### src/core/timer_regs.vh
// register map, fields, reset values and divider constants for the dual reload timer
// assumes byte addresses = 4 * register index on a 32-bit apb bus
`ifndef TIMER_REGS_VH
`define TIMER_REGS_VH

// ==========================================================
// register indices and byte addresses
`define T0_COUNT_IDX 8'h0d
`define T0_CTRL_IDX 8'h0e
`define T1_COUNT_IDX 8'h10
`define T1_CTRL_IDX 8'h11
`define IRQ_CTRL_IDX 8'h12
`define T0_COUNT_ADDR 12'h034
`define T0_CTRL_ADDR 12'h038
`define T1_COUNT_ADDR 12'h040
`define T1_CTRL_ADDR 12'h044
`define IRQ_CTRL_ADDR 12'h048

// ==========================================================
// control fields
`define CTRL_EN_BIT 4
`define CTRL_DIV_MSB 2
`define CTRL_RESET 8'h08
`define CTRL_WMASK 8'h17
`define CTRL_FIXED 8'h80
`define IRQ_T0_BIT 2
`define IRQ_T1_BIT 3

// ==========================================================
// prescaler
`define PRESCALE_BITS 11
`define DIV_BASE_LOG2 4

`endif
### src/core/dual_prescaled_reload_timer.v
// two 8-bit reload timers with per-timer prescaler, apb register slave
// assumes a single 200 mhz clock and a synchronous apb master on the same clock
//
// Local design decision: the APB slave port.
`timescale 1ns/1ps
`include "timer_regs.vh"

module dual_prescaled_reload_timer #(
    parameter WIDTH = 8
) (
    // clock and reset
    input wire clk_in,
    input wire resetn_in,
    // apb slave
    input wire psel_in,
    input wire penable_in,
    input wire pwrite_in,
    input wire [11:0] paddr_in,
    input wire [31:0] pwdata_in,
    output reg [31:0] prdata_out,
    output reg pready_out,
    output reg pslverr_out,
    // overflow request levels
    output reg t0_overflow_out,
    output reg t1_overflow_out
);

    // ==========================================================
    // helpers
    // high on the last clock of each prescaler period
    function tick_sel;
        input [`PRESCALE_BITS-1:0] pre;
        input [2:0] code;
        reg [`PRESCALE_BITS-1:0] mask;
        begin
            mask = ~({`PRESCALE_BITS{1'b1}} << (`DIV_BASE_LOG2 + code));
            tick_sel = ((pre & mask) == mask);
        end
    endfunction

    // a stopped prescaler is held at zero so each start begins a full period
    function [`PRESCALE_BITS-1:0] next_pre;
        input [`PRESCALE_BITS-1:0] pre;
        input en;
        begin
            if (en) begin
                next_pre = pre + {{(`PRESCALE_BITS-1){1'b0}}, 1'b1};
            end else begin
                next_pre = {`PRESCALE_BITS{1'b0}};
            end
        end
    endfunction

    // counting up; past all ones the preload value comes back
    function [WIDTH-1:0] next_count;
        input [WIDTH-1:0] cnt;
        input [WIDTH-1:0] load;
        input tick;
        begin
            if (tick && (&cnt)) begin
                next_count = load;
            end else if (tick) begin
                next_count = cnt + {{(WIDTH-1){1'b0}}, 1'b1};
            end else begin
                next_count = cnt;
            end
        end
    endfunction

    // software value for the preload; the live count is not touched
    function [WIDTH-1:0] next_load;
        input [WIDTH-1:0] load;
        input we;
        input [31:0] data;
        begin
            if (we) begin
                next_load = data[WIDTH-1:0];
            end else begin
                next_load = load;
            end
        end
    endfunction

    // only enable and divider bits are stored; once written, bit 7 reads one, bits 6, 5, 3 zero
    function [7:0] next_ctrl;
        input [7:0] ctrl;
        input we;
        input [7:0] data;
        begin
            if (we) begin
                next_ctrl = (data & `CTRL_WMASK) | `CTRL_FIXED;
            end else begin
                next_ctrl = ctrl;
            end
        end
    endfunction

    // a hardware set wins over a software clear in the same cycle
    function next_flag;
        input flag;
        input raise;
        input drop;
        begin
            if (raise) begin
                next_flag = 1'b1;
            end else if (drop) begin
                next_flag = 1'b0;
            end else begin
                next_flag = flag;
            end
        end
    endfunction

    // ==========================================================
    // state
    reg [`PRESCALE_BITS-1:0] pre0_q;
    reg [`PRESCALE_BITS-1:0] pre1_q;
    reg [WIDTH-1:0] cnt0_q;
    reg [WIDTH-1:0] cnt1_q;
    reg [WIDTH-1:0] load0_q;
    reg [WIDTH-1:0] load1_q;
    reg [7:0] ctrl0_q;
    reg [7:0] ctrl1_q;
    reg ovf0_q;
    reg ovf1_q;

    // a write lands at the edge that completes the access
    wire acc = psel_in & penable_in & ~pready_out;
    wire wr = psel_in & penable_in & pready_out & pwrite_in;
    wire hit_c0 = (paddr_in == `T0_COUNT_ADDR);
    wire hit_k0 = (paddr_in == `T0_CTRL_ADDR);
    wire hit_c1 = (paddr_in == `T1_COUNT_ADDR);
    wire hit_k1 = (paddr_in == `T1_CTRL_ADDR);
    wire hit_ir = (paddr_in == `IRQ_CTRL_ADDR);
    wire mapped = hit_c0 | hit_k0 | hit_c1 | hit_k1 | hit_ir;

    wire en0 = ctrl0_q[`CTRL_EN_BIT];
    wire en1 = ctrl1_q[`CTRL_EN_BIT];
    wire tick0 = en0 & tick_sel(pre0_q, ctrl0_q[`CTRL_DIV_MSB:0]);
    wire tick1 = en1 & tick_sel(pre1_q, ctrl1_q[`CTRL_DIV_MSB:0]);
    wire wrap0 = tick0 & (&cnt0_q);
    wire wrap1 = tick1 & (&cnt1_q);

    // ==========================================================
    // next state
    wire [`PRESCALE_BITS-1:0] pre0_d = next_pre(pre0_q, en0);
    wire [`PRESCALE_BITS-1:0] pre1_d = next_pre(pre1_q, en1);
    wire [WIDTH-1:0] cnt0_d = next_count(cnt0_q, load0_q, tick0);
    wire [WIDTH-1:0] cnt1_d = next_count(cnt1_q, load1_q, tick1);
    wire [WIDTH-1:0] load0_d = next_load(load0_q, wr && hit_c0, pwdata_in);
    wire [WIDTH-1:0] load1_d = next_load(load1_q, wr && hit_c1, pwdata_in);
    wire [7:0] ctrl0_d = next_ctrl(ctrl0_q, wr && hit_k0, pwdata_in[7:0]);
    wire [7:0] ctrl1_d = next_ctrl(ctrl1_q, wr && hit_k1, pwdata_in[7:0]);
    wire clr0 = wr && hit_ir && !pwdata_in[`IRQ_T0_BIT];
    wire clr1 = wr && hit_ir && !pwdata_in[`IRQ_T1_BIT];
    wire ovf0_d = next_flag(ovf0_q, wrap0, clr0);
    wire ovf1_d = next_flag(ovf1_q, wrap1, clr1);

    // ==========================================================
    // prescalers and counters
    always @(posedge clk_in or negedge resetn_in) begin
        if (!resetn_in) begin
            pre0_q <= 11'h000;
            pre1_q <= 11'h000;
            cnt0_q <= {WIDTH{1'b0}};
            cnt1_q <= {WIDTH{1'b0}};
        end else begin
            pre0_q <= pre0_d;
            pre1_q <= pre1_d;
            cnt0_q <= cnt0_d;
            cnt1_q <= cnt1_d;
        end
    end

    // ==========================================================
    // registers written by software
    always @(posedge clk_in or negedge resetn_in) begin
        if (!resetn_in) begin
            load0_q <= {WIDTH{1'b0}};
            load1_q <= {WIDTH{1'b0}};
            ctrl0_q <= `CTRL_RESET;
            ctrl1_q <= `CTRL_RESET;
            ovf0_q <= 1'b0;
            ovf1_q <= 1'b0;
        end else begin
            load0_q <= load0_d;
            load1_q <= load1_d;
            ctrl0_q <= ctrl0_d;
            ctrl1_q <= ctrl1_d;
            ovf0_q <= ovf0_d;
            ovf1_q <= ovf1_d;
        end
    end

    // ==========================================================
    // apb answer, one wait state per access
    always @(posedge clk_in or negedge resetn_in) begin
        if (!resetn_in) begin
            prdata_out <= 32'h00000000;
            pready_out <= 1'b0;
            pslverr_out <= 1'b0;
            t0_overflow_out <= 1'b0;
            t1_overflow_out <= 1'b0;
        end else begin
            t0_overflow_out <= ovf0_q;
            t1_overflow_out <= ovf1_q;
            pready_out <= acc;
            pslverr_out <= acc & ~mapped;
            prdata_out <= 32'h00000000;
            if (acc && !pwrite_in) begin
                if (hit_c0) begin
                    prdata_out <= {24'h000000, cnt0_q};
                end else if (hit_k0) begin
                    prdata_out <= {24'h000000, ctrl0_q};
                end else if (hit_c1) begin
                    prdata_out <= {24'h000000, cnt1_q};
                end else if (hit_k1) begin
                    prdata_out <= {24'h000000, ctrl1_q};
                end else if (hit_ir) begin
                    prdata_out <= {28'h0000000, ovf1_q, ovf0_q, 2'b00};
                end
            end
        end
    end

endmodule

### config.mk
export PLATFORM = sky130hd
export DESIGN_NAME = dual_prescaled_reload_timer
export DESIGN_NICKNAME = d
export VERILOG_FILES = /design/src/core/dual_prescaled_reload_timer.v
export VERILOG_INCLUDE_DIRS = /design/src /design/src/core
export SDC_FILE = /design/constraint.sdc
export NUM_CORES = 1
export LEC_CHECK = 0
export ABC_CLOCK_PERIOD_IN_PS = 1600
export BUFFER_PORTS_ARGS = -buffer_cell sky130_fd_sc_hd__buf_2
export CAP_MARGIN = 20
export CORE_UTILIZATION = 40
export CTS_CLUSTER_DIAMETER = 80
export DETAILED_ROUTE_END_ITERATION = 6
export GPL_TIMING_DRIVEN = 1
export PLACE_DENSITY = 0.72
export SYNTH_ARGS = -nofsm -noshare
export SYNTH_HDL_FRONTEND = slang
export SYNTH_SLANG_ARGS = --single-unit
### constraint.sdc
create_clock -name clk_in -period 1.6 [get_ports clk_in]
set_input_delay 0.16 -clock clk_in [delete_from_list [all_inputs] [get_ports clk_in]]
set_output_delay 0.16 -clock clk_in [all_outputs]
set_load 0.01 [all_outputs]
# --- Word level (Yosys, flattened, before mapping) ---
# Cells that the tools add are included.
classes:
  add_sub_neg: 6
  mul: 0
  n_div: 0
  order_cmp: 0
  n_eq_ne: 7
  shift: 2
  n_mux: 16
  n_bitwise: 19
  n_reduce_logical: 19
ops:
  columns: ["cell", "count"]
  rows:
  - ["$mux 32", 2]
  - ["$mux 8", 7]
  - ["$eq 12x7->1 const B", 3]
  - ["$eq 12x6->1 const B", 2]
  - ["$add 11x1->11 const B", 2]
  - ["$and 11x11->11", 2]
  - ["$eq 11x11->1", 2]
  - ["$mux 11", 2]
  - ["$not 11->11", 2]
  - ["$shl 11x4->11 const A", 2]
  - ["$add 8x1->8 const B", 2]
  - ["$reduce_and 8->1", 2]
  - ["$logic_and 1x1->1", 10]
  - ["$and 1x1->1", 9]
  - ["$add 3x3->4 const A", 2]
  - ["$reduce_bool 2->1", 4]
  - ["$mux 1", 4]
  - ["$mux 4", 1]
  - ["$or 1x1->1", 4]
  - ["$logic_not 1->1", 3]
  - ["$not 1->1", 2]
totals:
  register_bits: 104
  latchBits: 0
  ramBits: 0
  romBits: 0
  output_inout_bits: 36
  elab_cells: 84
  mem_count: 0

# --- Depth between registers and ports, before layout ---
# Gate-level depths: netlist of run 1.
depth:
  word_depth: 8
  mapped_depth: 6

# --- Worst setup path after synthesis of run 1 ---
# Ideal clock, no wire load.
synth_timing:
  kind: "input to register"
  start: "input port paddr_in[8]"
  end: "register ctrl0_q[0]"
  setup_time_ps: 125
  arrival_ps: 1615
  t_required_ps: 1475
  setup_slack_ps: -140
  path_stages: 5
  path_buffers: 0
  path_cell_list: "or4_1 -> nor2_1 -> nand3_1 -> nor2_1 -> mux2_2"
synth_between:
  elab_chain_len: 2
synth_rtl:
  columns: ["element", "line", "source"]
  rows:
  - ["start, declared", "dual_prescaled_reload_timer.v:18", "input wire [11:0] paddr_in,"]
  - ["$eq 12x6->1 (no source line)", null, null]
  - ["$logic_and 1x1->1", "dual_prescaled_reload_timer.v:152", "wire [7:0] ctrl0_d = next_ctrl(ctrl0_q, wr && hit_k0, pwdata_in[7:0]);"]
  - ["end signal, assigned", "dual_prescaled_reload_timer.v:181", "ctrl0_q <= `CTRL_RESET;"]
  - ["end signal, assigned", "dual_prescaled_reload_timer.v:188", "ctrl0_q <= ctrl0_d;"]
  - ["end, declared", "dual_prescaled_reload_timer.v:122", "reg [7:0] ctrl0_q;"]
# No other way between the ends.
# A chain may end at the register's enable or synchronous reset.

# --- Worst setup path after layout of run 1 ---
layout_timing:
  start: "register ctrl1_q[1]"
  end: "register cnt1_q[6]"
layout_between:
  elab_chain_len: 8
layout_rtl:
  columns: ["element", "line", "source"]
  rows:
  - ["start, declared", "dual_prescaled_reload_timer.v:123", "reg [7:0] ctrl1_q;"]
  - ["start signal, assigned", "dual_prescaled_reload_timer.v:182", "ctrl1_q <= `CTRL_RESET;"]
  - ["start signal, assigned", "dual_prescaled_reload_timer.v:189", "ctrl1_q <= ctrl1_d;"]
  - ["$add 3x3->4 (no source line) *", null, null]
  - ["$shl 11x4->11 *", "dual_prescaled_reload_timer.v:36", "mask = ~({`PRESCALE_BITS{1'b1}} << (`DIV_BASE_LOG2 + code));"]
  - ["$not 11->11 *", "dual_prescaled_reload_timer.v:36", null]
  - ["$and 11x11->11", "dual_prescaled_reload_timer.v:37", "tick_sel = ((pre & mask) == mask);"]
  - ["$eq 11x11->1 *", "dual_prescaled_reload_timer.v:37", null]
  - ["$and 1x1->1 *", "dual_prescaled_reload_timer.v:140", "wire tick1 = en1 & tick_sel(pre1_q, ctrl1_q[`CTRL_DIV_MSB:0]);"]
  - ["$logic_and 1x1->1", "dual_prescaled_reload_timer.v:60", "if (tick && (&cnt)) begin"]
  - ["$mux 8 / $reduce_bool 2->1 (equally long branches)", null, null]
  - ["end signal, assigned", "dual_prescaled_reload_timer.v:166", "cnt1_q <= {WIDTH{1'b0}};"]
  - ["end signal, assigned", "dual_prescaled_reload_timer.v:171", "cnt1_q <= cnt1_d;"]
  - ["end, declared", "dual_prescaled_reload_timer.v:119", "reg [WIDTH-1:0] cnt1_q;"]
# Mark *: on every way between the ends. The rest lies on a longest branch, timed or not.

==> flow_summary.html, run 1 <==
<table>
<tr><th>Metric</th><th>Value</th></tr>
<tr><th colspan="2">Worst setup path</th></tr>
<tr><td>Type of origin of the critical path</td><td>register</td></tr>
<tr><td>Setup Crit Path Kind</td><td>register to register</td></tr>
<tr><td>Data arrival, critical path</td><td>approximately 1800 ps</td></tr>
<tr><td>Endpoint kind of the worst setup timing path</td><td>register</td></tr>
<tr><td>Data required, critical path</td><td>around 1800 ps</td></tr>
<tr><td>Worst-path maximum fanout</td><td>6</td></tr>
<tr><th colspan="2">Finish</th></tr>
<tr><td>Synthesis-to-finish area growth</td><td>26.0%</td></tr>
<tr><td>Antenna Cells</td><td>0</td></tr>
<tr><td>Area of all placed cells without fillers</td><td>just over 5000 um^2</td></tr>
<tr><td>Most frequent standard cell in the layout excluding fill and tap cells</td><td>dfrtp_1</td></tr>
<tr><td>Number of nets at the end of the flow</td><td>540</td></tr>
<tr><td>Most used cells in the layout excluding fill and tap cells</td><td>77 x dfrtp_1, 59 x buf_4, 36 x buf_2, 26 x mux2_2, 24 x conb_1</td></tr>
<tr><td>Post-route non-filler standard cell count</td><td>about 620</td></tr>
<tr><td>Fraction of layout cells with a size suffix above 1</td><td>around a third</td></tr>
<tr><th colspan="2">Global routing</th></tr>
<tr><td>Largest net degree at the start of global routing</td><td>31</td></tr>
<tr><td>GRT overflow</td><td>0</td></tr>
<tr><td>Total routing usage reported by global routing</td><td>between 10% and 20%</td></tr>
<tr><td>Antenna violations before repair</td><td>0</td></tr>
<tr><td>Global-route wire length before repair</td><td>15,400 um</td></tr>
<tr><td>Vias in the first global route</td><td>approximately 3.1k</td></tr>
<tr><th colspan="2">Floorplanning</th></tr>
<tr><td>Horizontal extent of the die</td><td>around 100 um</td></tr>
<tr><td>Chip Height</td><td>roughly 100 um</td></tr>
<tr><td>Number of ports placed on the die boundary</td><td>between 80 and 90</td></tr>
<tr><td>Initial core utilization</td><td>around 42%</td></tr>
<tr><td>Std-Cell Core Area</td><td>approximately 10000 um^2</td></tr>
<tr><td>Area of the die</td><td>~11,000 um^2</td></tr>
<tr><td>Number of rows in the core area</td><td>36</td></tr>
<tr><th colspan="2">Power</th></tr>
<tr><td>Power per cell area</td><td>811 nW/um^2</td></tr>
<tr><td>Max VDD drop</td><td>roughly 370 uV</td></tr>
<tr><td>Tot Pwr</td><td>roughly 4.2 mW</td></tr>
<tr><td>Leak pwr</td><td>about 2.5 nW</td></tr>
<tr><th colspan="2">Run</th></tr>
<tr><td>Total of max-cap violations</td><td>0</td></tr>
<tr><th colspan="2">Clock tree</th></tr>
<tr><td>Clock sink count</td><td>80</td></tr>
<tr><td>CTS clock-pin slew for the worst setup and hold paths</td><td>roughly 80 ps</td></tr>
<tr><td>Total CTS buffers</td><td>9</td></tr>
<tr><td>Number of buffers between clock root and the deepest sink</td><td>2</td></tr>
<tr><td>Clock tree from TritonCTS</td><td>built</td></tr>
<tr><td>CTS H-Tree Depth</td><td>3</td></tr>
<tr><td>Later-pin clock latency in the skew report</td><td>350 ps</td></tr>
<tr><td>Clock Tree Root</td><td>clkbuf_8</td></tr>
<tr><th colspan="2">Place</th></tr>
<tr><td>Area after detailed placement</td><td>roughly 4800 um^2</td></tr>
<tr><td>Cells after DPL</td><td>~600</td></tr>
<tr><td>RD Place Congestion</td><td>between 0.8 and 0.9</td></tr>
<tr><td>Dpl ws</td><td>-275 ps</td></tr>
<tr><td>Half-perimeter wire length of the detailed placement result</td><td>7010 um</td></tr>
<tr><td>PortBufs</td><td>36</td></tr>
<tr><th colspan="2">Synth</th></tr>
<tr><td>Area fraction of the dominant cell type after synthesis</td><td>47.6%</td></tr>
<tr><td>Main combinational cell family by area after synthesis</td><td>simple AND/OR/NAND/NOR gates</td></tr>
<tr><td>Number of enable-type register cells in the synthesized netlist</td><td>0</td></tr>
<tr><td>Largest cells by area after synthesis</td><td>dfrtp_1 48%, mux2_2 7.1%, buf_4 4.4%</td></tr>
<tr><td>Library cell occupying the most area in the post-synthesis netlist</td><td>dfrtp_1</td></tr>
<tr><td>Post-synth top flop</td><td>dfrtp_1</td></tr>
<tr><td>Unique masters post-synth</td><td>52</td></tr>
<tr><td>Synth Area in Adders</td><td>1.52%</td></tr>
<tr><td>Multiplexer share of the synthesized area</td><td>a little under a tenth</td></tr>
<tr><td>Complex-gate fraction of the synthesized area</td><td>12.3%</td></tr>
<tr><td>Sequential fraction of the synthesis area</td><td>around 49%</td></tr>
<tr><td>Asr flop ratio synth</td><td>100%</td></tr>
<tr><td>Yosys warnings</td><td>0</td></tr>
<tr><td>Post-synthesis instance total</td><td>between 300 and 400</td></tr>
<tr><td>Xor/xnor share of the synthesized area</td><td>3.20%</td></tr>
<tr><td>Mapped Area</td><td>between 4000 and 5000 um^2</td></tr>
<tr><td>Synthesized area divided by synthesized cell count</td><td>between 10 and 15 um^2</td></tr>
<tr><td>Number of synthesized register bits</td><td>80</td></tr>
<tr><td>Simple-gate area share of the yosys netlist</td><td>between 10% and 20%</td></tr>
<tr><th colspan="2">STA</th></tr>
<tr><td>Final Max Slew Viols</td><td>0</td></tr>
<tr><td>Final count of hold timing violations</td><td>0</td></tr>
<tr><td>Clock period minus worst slack</td><td>roughly 1600 ps</td></tr>
<tr><td>Total setup violations reported at the end of the flow</td><td>0</td></tr>
<tr><td>Final setup skew</td><td>approximately 8.7 ps</td></tr>
<tr><td>Unrepaired setup endpoints after global routing</td><td>yes</td></tr>
<tr><td>Share of the clock period used by the worst path after layout</td><td>98.9%</td></tr>
<tr><td>Aggregate negative setup slack</td><td>0 ps</td></tr>
<tr><td>Final WS setup</td><td>about 18 ps</td></tr>
<tr><td>Achievable Freq</td><td>632 MHz</td></tr>
<tr><th colspan="2">Hold path</th></tr>
<tr><td>Class of the tightest hold or removal check</td><td>input pin to register</td></tr>
<tr><th colspan="2">Route</th></tr>
<tr><td>Wire length reported by the detailed router</td><td>approximately 9900 um</td></tr>
<tr><td>Residual antenna-violating net count after detailed routing</td><td>0</td></tr>
<tr><td>Remaining DRCs</td><td>0</td></tr>
<tr><td>Iteration-0 DRC count of the detailed router</td><td>between 150 and 200</td></tr>
<tr><td>Via count of the routed design</td><td>approximately 3.4k</td></tr>
<tr><td>Per-cell via count in the routed design</td><td>~5.5</td></tr>
<tr><td>Wire length per cell</td><td>15.8 um</td></tr>
<tr><td>First-pass DRT Iterations</td><td>4</td></tr>
<tr><th colspan="2">Run status</th></tr>
<tr><td>Result of the run</td><td>completed</td></tr>
</table>
[routing by layer]
metal | share of wire (%) | GRT usage (%) | wire length [um]
met5 | 0 | 0 | 0
met4 | 2.1 | 7.15 | 202
met3 | 5.6 | 2.76 | 551
met2 | 48 | 31.7 | 4700
met1 | 45 | 25.9 | 4400
[per-stage QoR]
stage / util (%) / hold WS [ps]
floorplan: - / -136
global placement: 48.5 / 119
detailed placement: 48.5 / 121
CTS: 51.3 / 22.9
global route: 52.4 / 37.7
finish: 52.4 / 31.1
[worst max-delay path, stage by stage, from the launching register on]
cell and delay [ps]:
dfrtp_2 440, a21boi_0 150, o32ai_2 310, buf_4 210, nand3_2 80, mux2_2 270
[final timing paths]
kind,startpoint,endpoint,slack [ps],depth (start not counted)
setup reg to reg,ctrl1_q[1],cnt1_q[6],20,5
max in group asynchronous,resetn_in,load0_q[6],830,3
setup / recovery,ctrl1_q[1],cnt1_q[6],20,5
hold / removal,pwrite_in,prdata_out[2],30,2
hold reg to reg,ovf0_q,t0_overflow_out,440,0
min in group asynchronous,resetn_in,pre1_q[6],280,2
[state kept, by name, indices dropped and copies added (netlist names)]
register,cells
ovf0_q,1
ovf1_q,1
load0_q,8
pslverr_out,1
pready_out,1
cnt1_q,8
pre1_q,11
ctrl1_q,6
pre0_q,11
load1_q,8
t1_overflow_out,1
ctrl0_q,6
prdata_out,8
t0_overflow_out,1
cnt0_q,8
[kinds of logic after synthesis]
| group | after synthesis |
|---|---|
| buffers and inverters | 44 |
| adder cells (fa/ha/maj) | 5 |
| AO/OA/AOI/OAI | 79 |
| multiplexers | 35 |
| flip-flops | 80 |
| XOR/XNOR | 15 |
| AND/OR/NAND/NOR | 128 |
| other | 1 |
[synthesized netlist by cell type (2+ instances only)]
| cell type | instances |
|---|---|
| dfrtp_1 | 78 |
| mux2_2 | 26 |
| and2_1 | 24 |
| buf_4 | 24 |
| nand2_1 | 21 |
| a31oi_1 | 17 |
| o21ai_0 | 16 |
| nand3_1 | 15 |
| a21oi_1 | 13 |
| nand4_1 | 13 |
| xnor2_1 | 12 |
| nor2_1 | 11 |
| inv_1 | 10 |
| clkbuf_1 | 9 |
| mux2i_1 | 9 |
| and3_1 | 8 |
| o22ai_1 | 8 |
| a21boi_0 | 7 |
| nor2b_1 | 6 |
| a22oi_1 | 5 |
| ha_1 | 5 |
| a41oi_1 | 4 |
| and4_1 | 4 |
| or3_1 | 4 |
| nand2b_1 | 3 |
| xor2_1 | 3 |
| dfstp_2 | 2 |
| nand2_2 | 2 |
| nand3b_1 | 2 |
| nor4_1 | 2 |
| o2111ai_1 | 2 |
| or2_2 | 2 |
[area by class of cell]
type	instances	area, um^2
fill	868	4690
multi-input combinational	286	2010
clock inverter	5	128
tap	133	166
inverter	10	37.5
timing repair buffer	99	684
sequential	80	2010
clock buffer	11	141
[what timing repair did]
action / CTS / global route
resized for setup: 1 / 18
setup endpoints to repair: 2 / 18
cloned: 0 / 2
hold buffers: 1 / 0
hold endpoints to repair: 26 / 0
pin swaps: 0 / 4
setup buffers: 0 / 4
[power breakdown]
part,internal [mW],switching [mW],leakage [nW]
combinational,0.0624,0.128,1.28
sequential,2.02,0.00139,1.09
clock,1.24,0.739,0.130
No activity file was read; power rests on OpenSTA's default activity.
==> run 2: changes to the inputs <==
- CORE_UTILIZATION: 40 -> 50
- CTS_CLUSTER_SIZE: unset -> 20
- PLACE_DENSITY: 0.72 -> 0.85
==> run 2 against run 1 <==
Effect of this change: the run now ends with setup timing left; clock power barely moved; count of clock-buffer cells in the layout fell by 2; sequential power barely moved; non-clock buffer count rose by 8; hold slack improved by 16 ps; maximum frequency fell by 2.1%; clock skew rose by 1.3 ps; wire length rose by 18%; critical path depth rose by 2; largest cell class unchanged.
==> flow_summary.html, run 2 (synthesis gave the netlist of run 1 again) <==
<table>
<tr><th>Metric</th><th>Value</th></tr>
<tr><th colspan="2">Run status</th></tr>
<tr><td>Result of the run</td><td>complete, but fails checks</td></tr>
<tr><td>Violated checks</td><td>setup timing</td></tr>
<tr><th colspan="2">STA</th></tr>
<tr><td>Clock period minus worst slack</td><td>1620 ps (+34.5 ps)</td></tr>
<tr><td>Final WS setup</td><td>-17.0 ps (-34.5 ps)</td></tr>
<tr><td>Unrepaired setup endpoints after global routing</td><td>yes</td></tr>
<tr><td>Final setup skew</td><td>9.93 ps (+1.26 ps)</td></tr>
<tr><td>Total setup violations reported at the end of the flow</td><td>5 (+5)</td></tr>
<tr><td>Final Max Slew Viols</td><td>0 (unchanged)</td></tr>
<tr><td>Worst hold slack after final layout</td><td>47.0 ps (+15.9 ps)</td></tr>
<tr><td>Final count of hold timing violations</td><td>0 (unchanged)</td></tr>
<tr><td>Achievable Freq</td><td>618 MHz (-2.1%)</td></tr>
<tr><td>Share of the clock period used by the worst path after layout</td><td>101% (+2.2 points)</td></tr>
<tr><th colspan="2">Floorplanning</th></tr>
<tr><td>Area of the die</td><td>8570 um^2 (-20%)</td></tr>
<tr><td>Number of rows in the core area</td><td>32 (-11%)</td></tr>
<tr><td>Initial core utilization</td><td>52.3% (+11 points)</td></tr>
<tr><td>Number of ports placed on the die boundary</td><td>85 (unchanged)</td></tr>
<tr><td>Chip Height</td><td>92.6 um (-10%)</td></tr>
<tr><td>Std-Cell Core Area</td><td>7850 um^2 (-20%)</td></tr>
<tr><td>Horizontal extent of the die</td><td>92.6 um (-10%)</td></tr>
<tr><th colspan="2">Worst setup path</th></tr>
<tr><td>Highest-delay cell along the critical path</td><td>dfrtp_1</td></tr>
<tr><td>Worst-path maximum fanout</td><td>8 (+2)</td></tr>
<tr><td>Setup Crit Path Kind</td><td>register to register</td></tr>
<tr><td>Count of buffer and inverter cells on the critical path</td><td>2 (+1)</td></tr>
<tr><td>Data arrival, critical path</td><td>1860 ps (+40 ps)</td></tr>
<tr><td>R2r setup slk</td><td>-20 ps (-30 ps)</td></tr>
<tr><td>Data required, critical path</td><td>1840 ps (about the same)</td></tr>
<tr><td>Worst path cell trace</td><td>nand2b_1 &gt; a21boi_2 &gt; o32ai_2 &gt; buf_4 &gt; buf_6 &gt; a31oi_1 &gt; a21oi_1</td></tr>
<tr><td>Stage delay of the slowest cell on the critical path</td><td>410 ps (-30 ps)</td></tr>
<tr><td>Type of origin of the critical path</td><td>register</td></tr>
<tr><td>CP top delay family</td><td>compound AO/OA/AOI/OAI gates</td></tr>
<tr><td>Endpoint kind of the worst setup timing path</td><td>register</td></tr>
<tr><th colspan="2">Route</th></tr>
<tr><td>Wire length per cell</td><td>19.4 um (+23%)</td></tr>
<tr><td>Per-cell via count in the routed design</td><td>6.12 (+12%)</td></tr>
<tr><td>Via count of the routed design</td><td>3,680 (+8.0%)</td></tr>
<tr><td>Residual antenna-violating net count after detailed routing</td><td>0 (unchanged)</td></tr>
<tr><td>Wire length reported by the detailed router</td><td>11,600 um (+18%)</td></tr>
<tr><td>Iteration-0 DRC count of the detailed router</td><td>274 (+60%)</td></tr>
<tr><td>Remaining DRCs</td><td>0 (unchanged)</td></tr>
<tr><td>First-pass DRT Iterations</td><td>6 (+2)</td></tr>
<tr><th colspan="2">Finish</th></tr>
<tr><td>Most used cells in the layout excluding fill and tap cells</td><td>76 x dfrtp_1, 66 x buf_4, 35 x buf_2, 26 x mux2_2, 24 x conb_1</td></tr>
<tr><td>Fraction of layout cells with a size suffix above 1</td><td>35.9% (+2.1 points)</td></tr>
<tr><td>Post-route core utilization</td><td>66.9% (+14 points)</td></tr>
<tr><td>Synthesis-to-finish area growth</td><td>27.9%</td></tr>
<tr><td>Area of all placed cells without fillers</td><td>5250 um^2 (+1.5%)</td></tr>
<tr><td>Number of nets at the end of the flow</td><td>548 (+1.5%)</td></tr>
<tr><td>Antenna Cells</td><td>0 (unchanged)</td></tr>
<tr><td>Regs by FF count</td><td>pre0_q x11, pre1_q x11</td></tr>
<tr><td>Most frequent standard cell in the layout excluding fill and tap cells</td><td>dfrtp_1</td></tr>
<tr><th colspan="2">Global routing</th></tr>
<tr><td>Antenna violations before repair</td><td>0 (unchanged)</td></tr>
<tr><td>Vias in the first global route</td><td>3,527 (+12%)</td></tr>
<tr><td>GRT overflow</td><td>0 (unchanged)</td></tr>
<tr><td>Global-route wire length before repair</td><td>17,100 um (+11%)</td></tr>
<tr><td>Largest net degree at the start of global routing</td><td>36 (+16%)</td></tr>
<tr><td>Total routing usage reported by global routing</td><td>26.1% (+6.8 points)</td></tr>
<tr><th colspan="2">Clock tree</th></tr>
<tr><td>Total CTS buffers</td><td>9 (unchanged)</td></tr>
<tr><td>Later-pin clock latency in the skew report</td><td>360 ps (about the same)</td></tr>
<tr><td>Clock tree from TritonCTS</td><td>built</td></tr>
<tr><td>CTS H-Tree Depth</td><td>3 (unchanged)</td></tr>
<tr><td>CTS clock-pin slew for the worst setup and hold paths</td><td>80 ps (about the same)</td></tr>
<tr><td>Clock sink count</td><td>80 (unchanged)</td></tr>
<tr><td>Clock Tree Root</td><td>clkbuf_8</td></tr>
<tr><td>Number of buffers between clock root and the deepest sink</td><td>2 (unchanged)</td></tr>
<tr><th colspan="2">Place</th></tr>
<tr><td>Area after detailed placement</td><td>4720 um^2 (-1.4%)</td></tr>
<tr><td>RD Place Congestion</td><td>0.917 (+3.2%)</td></tr>
<tr><td>Half-perimeter wire length of the detailed placement result</td><td>7240 um (+3.3%)</td></tr>
<tr><td>PortBufs</td><td>36 (unchanged)</td></tr>
<tr><th colspan="2">Power</th></tr>
<tr><td>Leak pwr</td><td>2.53 nW (+1.4%)</td></tr>
<tr><td>Power per cell area</td><td>802 nW/um^2 (-1.1%)</td></tr>
<tr><td>Max VDD drop</td><td>481 uV (+29%)</td></tr>
<tr><th colspan="2">Run</th></tr>
<tr><td>Total of max-cap violations</td><td>0 (unchanged)</td></tr>
<tr><th colspan="2">Hold path</th></tr>
<tr><td>Class of the tightest hold or removal check</td><td>input pin to register</td></tr>
</table>
-- run 2: changes by cell type in the layout (fill, tap and decap cells not counted), sizes merged --
cell           change
buf                +8
clkbuf             -2
clkinv             +2
clkdlybuf4s15      -1
clkinvlp           -1
dlygate4sd3        +1
inv                +1
-- run 2: power breakdown --
group          total, mW  switching, mW  internal, mW
sequential          2.02        0.00151          2.02
combinational      0.193          0.133        0.0604
clock               1.99          0.790          1.20
total               4.21          0.925          3.28
-- run 2: what timing repair did --
action,CTS,global route
cloned,0,0
setup buffers,3,12
hold buffers,2,0
endpoints found under the hold margin,30,0
endpoints found under the setup margin,10,28
resized for setup,4,30
pin swaps,1,10
-- run 2: cell type report --
class | instances | area, um^2
fillers | 547 | 2600
inverters | 10 | 37.5
well taps | 102 | 128
clock buffers | 9 | 124
repair buffers | 107 | 744
multi-input cells | 286 | 2060
flip-flops and latches | 80 | 2010
clock inverters | 7 | 143
-- run 2: per-stage QoR --
stage               std cells  worst slack [ps]  power, mW  TNS [ps]
CTS                       589              8.86       4.20         0
global placement          568              -213       2.24     -4770
finish                    601             -17.0       4.21     -49.3
detailed placement        568              -313       2.25     -6680
floorplan                 410             -69.1       2.17      -884
global route              601             -75.6       4.33      -656
-- run 2: final timing paths --
path / start / endpoint / cells after the start
worst max-delay path: pre1_q[10] / cnt1_q[5] / 7
worst min-delay path: pwdata_in[6] / load1_q[6] / 2
worst max register to register: pre1_q[10] / cnt1_q[5] / 7
worst min register to register: ovf0_q / t0_overflow_out / 0
max in group asynchronous: resetn_in / pre1_q[0] / 3
min in group asynchronous: resetn_in / ctrl1_q[4] / 2
-- run 2: routing by layer --
| metal | track usage [%] | up-vias | wire [um] |
|---|---|---|---|
| li1 | - | 1574 | - |
| met1 | 32.5 | 1794 | 4470 |
| met2 | 41.7 | 253 | 5610 |
| met3 | 5.25 | 59 | 1020 |
| met4 | 15.8 | 0 | 541 |
| met5 | 0 | - | 0 |
==> run 3: changes to the inputs <==
- MAX_ROUTING_LAYER: unset -> met4
==> run 3 against run 2 <==
Effect of this change: the flow still finishes with violations (setup timing); sequential power hardly changed; global-route usage is 0.40 points lower; combinational power hardly changed; die area stayed put; non-clock buffer count is 3 higher; clock skew is 4.5 ps higher; via count is 3.8% lower; design area is 2.2% lower; total power is 13% lower; maximum frequency is 0.68% higher; wire length is 6.7% lower; critical path type unchanged; critical endpoint is now cnt0_q[0]; largest cell class unchanged.
==> flow_summary.html, run 3 (synthesis gave the netlist of run 1 again) <==
<table>
<tr><th>Metric</th><th>Value</th></tr>
<tr><th colspan="2">Finish</th></tr>
<tr><td>Post-route non-filler standard cell count</td><td>604 (+0.50%)</td></tr>
<tr><td>Most frequent standard cell in the layout excluding fill and tap cells</td><td>dfrtp_1</td></tr>
<tr><td>Area of all placed cells without fillers</td><td>5130 um^2 (-2.2%)</td></tr>
<tr><td>Layout fillers</td><td>581 (+6.2%)</td></tr>
<tr><td>Post-route core utilization</td><td>65.4% (-1.5 points)</td></tr>
<tr><td>Most used cells in the layout excluding fill and tap cells</td><td>77 x dfrtp_1, 70 x buf_4, 36 x buf_2, 26 x mux2_2, 24 x conb_1</td></tr>
<tr><td>Footprint of the multi-input gates</td><td>2010 um^2 (-2.5%)</td></tr>
<tr><td>Number of nets at the end of the flow</td><td>551 (+0.55%)</td></tr>
<tr><td>Storage element area</td><td>2010 um^2 (about the same)</td></tr>
<tr><td>Regs by FF count</td><td>pre0_q x11, pre1_q x11</td></tr>
<tr><td>Synthesis-to-finish area growth</td><td>25.1%</td></tr>
<tr><td>Antenna Cells</td><td>0 (unchanged)</td></tr>
<tr><td>Fraction of layout cells with a size suffix above 1</td><td>35.7% (-0.21 points)</td></tr>
<tr><th colspan="2">Clock tree</th></tr>
<tr><td>Total CTS buffers</td><td>9 (unchanged)</td></tr>
<tr><td>Number of buffers between clock root and the deepest sink</td><td>2 (unchanged)</td></tr>
<tr><td>CTS clock-pin slew for the worst setup and hold paths</td><td>90 ps (about the same)</td></tr>
<tr><td>Clock tree from TritonCTS</td><td>built</td></tr>
<tr><td>CTS H-Tree Depth</td><td>3 (unchanged)</td></tr>
<tr><td>Clock sink count</td><td>80 (unchanged)</td></tr>
<tr><td>Later-pin clock latency in the skew report</td><td>370 ps (about the same)</td></tr>
<tr><td>Clock Tree Root</td><td>clkbuf_8</td></tr>
<tr><th colspan="2">Global routing</th></tr>
<tr><td>Vias in the first global route</td><td>3,411 (-3.3%)</td></tr>
<tr><td>Total routing usage reported by global routing</td><td>25.7% (-0.40 points)</td></tr>
<tr><td>Antenna violations before repair</td><td>0 (unchanged)</td></tr>
<tr><td>Largest net degree at the start of global routing</td><td>37 (+2.8%)</td></tr>
<tr><td>Global-route wire length before repair</td><td>16,400 um (-4.4%)</td></tr>
<tr><td>GRT overflow</td><td>0 (unchanged)</td></tr>
<tr><th colspan="2">Worst setup path</th></tr>
<tr><td>Endpoint kind of the worst setup timing path</td><td>register</td></tr>
<tr><td>Setup Crit Path Kind</td><td>register to register</td></tr>
<tr><td>Data required, critical path</td><td>1880 ps (+40 ps)</td></tr>
<tr><td>Type of origin of the critical path</td><td>register</td></tr>
<tr><td>R2r setup slk</td><td>-6 ps (about the same)</td></tr>
<tr><td>Worst reg-to-reg path cell count</td><td>7 (unchanged)</td></tr>
<tr><td>Data arrival, critical path</td><td>1880 ps (+20 ps)</td></tr>
<tr><td>Crit path launch</td><td>ctrl0_q[1]</td></tr>
<tr><td>Critical register-to-register path startpoint</td><td>ctrl0_q[1]</td></tr>
<tr><td>R2R Path End</td><td>cnt0_q[0]</td></tr>
<tr><td>Worst-path maximum fanout</td><td>4 (-4)</td></tr>
<tr><th colspan="2">STA</th></tr>
<tr><td>Final WS setup</td><td>-6.11 ps (+10.8 ps)</td></tr>
<tr><td>Share of the clock period used by the worst path after layout</td><td>100% (-0.68 points)</td></tr>
<tr><td>Total setup violations reported at the end of the flow</td><td>3 (-2)</td></tr>
<tr><td>Achievable Freq</td><td>623 MHz (+0.68%)</td></tr>
<tr><td>Final count of hold timing violations</td><td>0 (unchanged)</td></tr>
<tr><td>Final setup skew</td><td>14.5 ps (+4.54 ps)</td></tr>
<tr><td>Worst hold slack after final layout</td><td>44.1 ps (-2.95 ps)</td></tr>
<tr><td>Unrepaired setup endpoints after global routing</td><td>yes</td></tr>
<tr><td>Final Max Slew Viols</td><td>0 (unchanged)</td></tr>
<tr><td>Clock period minus worst slack</td><td>1610 ps (-10.8 ps)</td></tr>
<tr><th colspan="2">Floorplanning</th></tr>
<tr><td>Area of the die</td><td>8570 um^2 (unchanged)</td></tr>
<tr><td>Std-Cell Core Area</td><td>7850 um^2 (unchanged)</td></tr>
<tr><td>Number of ports placed on the die boundary</td><td>85 (unchanged)</td></tr>
<tr><td>Number of rows in the core area</td><td>32 (unchanged)</td></tr>
<tr><td>Horizontal extent of the die</td><td>92.6 um (unchanged)</td></tr>
<tr><td>Initial core utilization</td><td>52.3% (unchanged)</td></tr>
<tr><td>Chip Height</td><td>92.6 um (unchanged)</td></tr>
<tr><th colspan="2">Power</th></tr>
<tr><td>Leak pwr</td><td>2.50 nW (-1.0%)</td></tr>
<tr><td>Power per cell area</td><td>717 nW/um^2 (-11%)</td></tr>
<tr><td>Max VDD drop</td><td>339 uV (-29%)</td></tr>
<tr><th colspan="2">Run status</th></tr>
<tr><td>Violated checks</td><td>setup timing</td></tr>
<tr><td>Result of the run</td><td>complete, but fails checks</td></tr>
<tr><th colspan="2">Route</th></tr>
<tr><td>Remaining DRCs</td><td>0 (unchanged)</td></tr>
<tr><td>Via count of the routed design</td><td>3,539 (-3.8%)</td></tr>
<tr><td>First-pass DRT Iterations</td><td>5 (-1)</td></tr>
<tr><td>Residual antenna-violating net count after detailed routing</td><td>0 (unchanged)</td></tr>
<tr><td>Wire length reported by the detailed router</td><td>10,900 um (-6.7%)</td></tr>
<tr><td>Wire length per cell</td><td>18.0 um (-7.2%)</td></tr>
<tr><td>Iteration-0 DRC count of the detailed router</td><td>302 (+10%)</td></tr>
<tr><td>Per-cell via count in the routed design</td><td>5.86 (-4.3%)</td></tr>
<tr><th colspan="2">Place</th></tr>
<tr><td>RD Place Congestion</td><td>0.929 (+1.3%)</td></tr>
<tr><td>Cells after DPL</td><td>574 (+1.1%)</td></tr>
<tr><td>Half-perimeter wire length of the detailed placement result</td><td>7250 um (+0.13%)</td></tr>
<tr><td>Area after detailed placement</td><td>4760 um^2 (+0.95%)</td></tr>
<tr><td>Dpl ws</td><td>-285 ps (+28.0 ps)</td></tr>
<tr><td>PortBufs</td><td>36 (unchanged)</td></tr>
<tr><th colspan="2">Run</th></tr>
<tr><td>Total of max-cap violations</td><td>0 (unchanged)</td></tr>
<tr><th colspan="2">Hold path</th></tr>
<tr><td>Worst hold stages</td><td>2 (unchanged)</td></tr>
<tr><td>Hold worst-path end</td><td>load1_q[6]</td></tr>
<tr><td>Start point of the worst hold path</td><td>pwdata_in[6]</td></tr>
<tr><td>Class of the tightest hold or removal check</td><td>input pin to register</td></tr>
</table>
## run 3: how the worst max path moves through the flow
stage,to,slack (ps),depth (start not counted)
4_1_cts,cnt1_q[0],20,5
3_3_place_gp,ctrl0_q[4],-210,6
3_5_place_dp,ctrl0_q[4],-290,6
5_1_grt,cnt1_q[6],-80,5
6_report,cnt0_q[0],-6,7
2_1_floorplan,ctrl1_q[0],-70,4
## run 3: metrics by stage
stage	setup TNS (ps)	power (mW)
detailed placement	-5670	2.25
floorplan	-884	2.17
global placement	-4680	2.24
finish	-15.9	3.68
global route	-533	3.78
CTS	0	3.67
## run 3: worst max-delay path, stage by stage (launching register included)
cell and delay (ps):
dfrtp_1 430, inv_2 70, o311ai_2 310, a21oi_2 80
buf_4 170, and2_4 140, buf_4 130, o211ai_1 180
## run 3: cell type report
class	count	area share, %
Multi-Input combinational cell	286	39.2
Sequential cell	80	39.1
Timing Repair Buffer	110	14.8
Clock buffer	11	2.95
Tap cell	102	2.49
Clock inverter	5	0.780
Inverter	10	0.732
## run 3: what timing repair did
action	CTS	global route
endpoints found under the setup margin	5	27
endpoints found under the hold margin	34	0
hold buffers	2	0
gates resized for setup	2	21
cloned	0	1
buffers inserted	2	9
pin swaps	0	7
## run 3: power by group
group          switching [mW]  leakage (nW)  internal [mW]
logic                   0.133          1.33         0.0604
registers             0.00137          1.09           2.02
clock network           0.806        0.0882          0.657
total                   0.940          2.50           2.74
## run 3: routing by layer
| layer | part of all wire [%] | track usage (%) | up-vias |
|---|---|---|---|
| met1 | 41 | 31.9 | 1697 |
| li1 | - | - | 1581 |
| met5 | 0 | - | - |
| met4 | 4.5 | 15.8 | 0 |
| met2 | 47 | 38.1 | 217 |
| met3 | 7.5 | 5.83 | 44 |
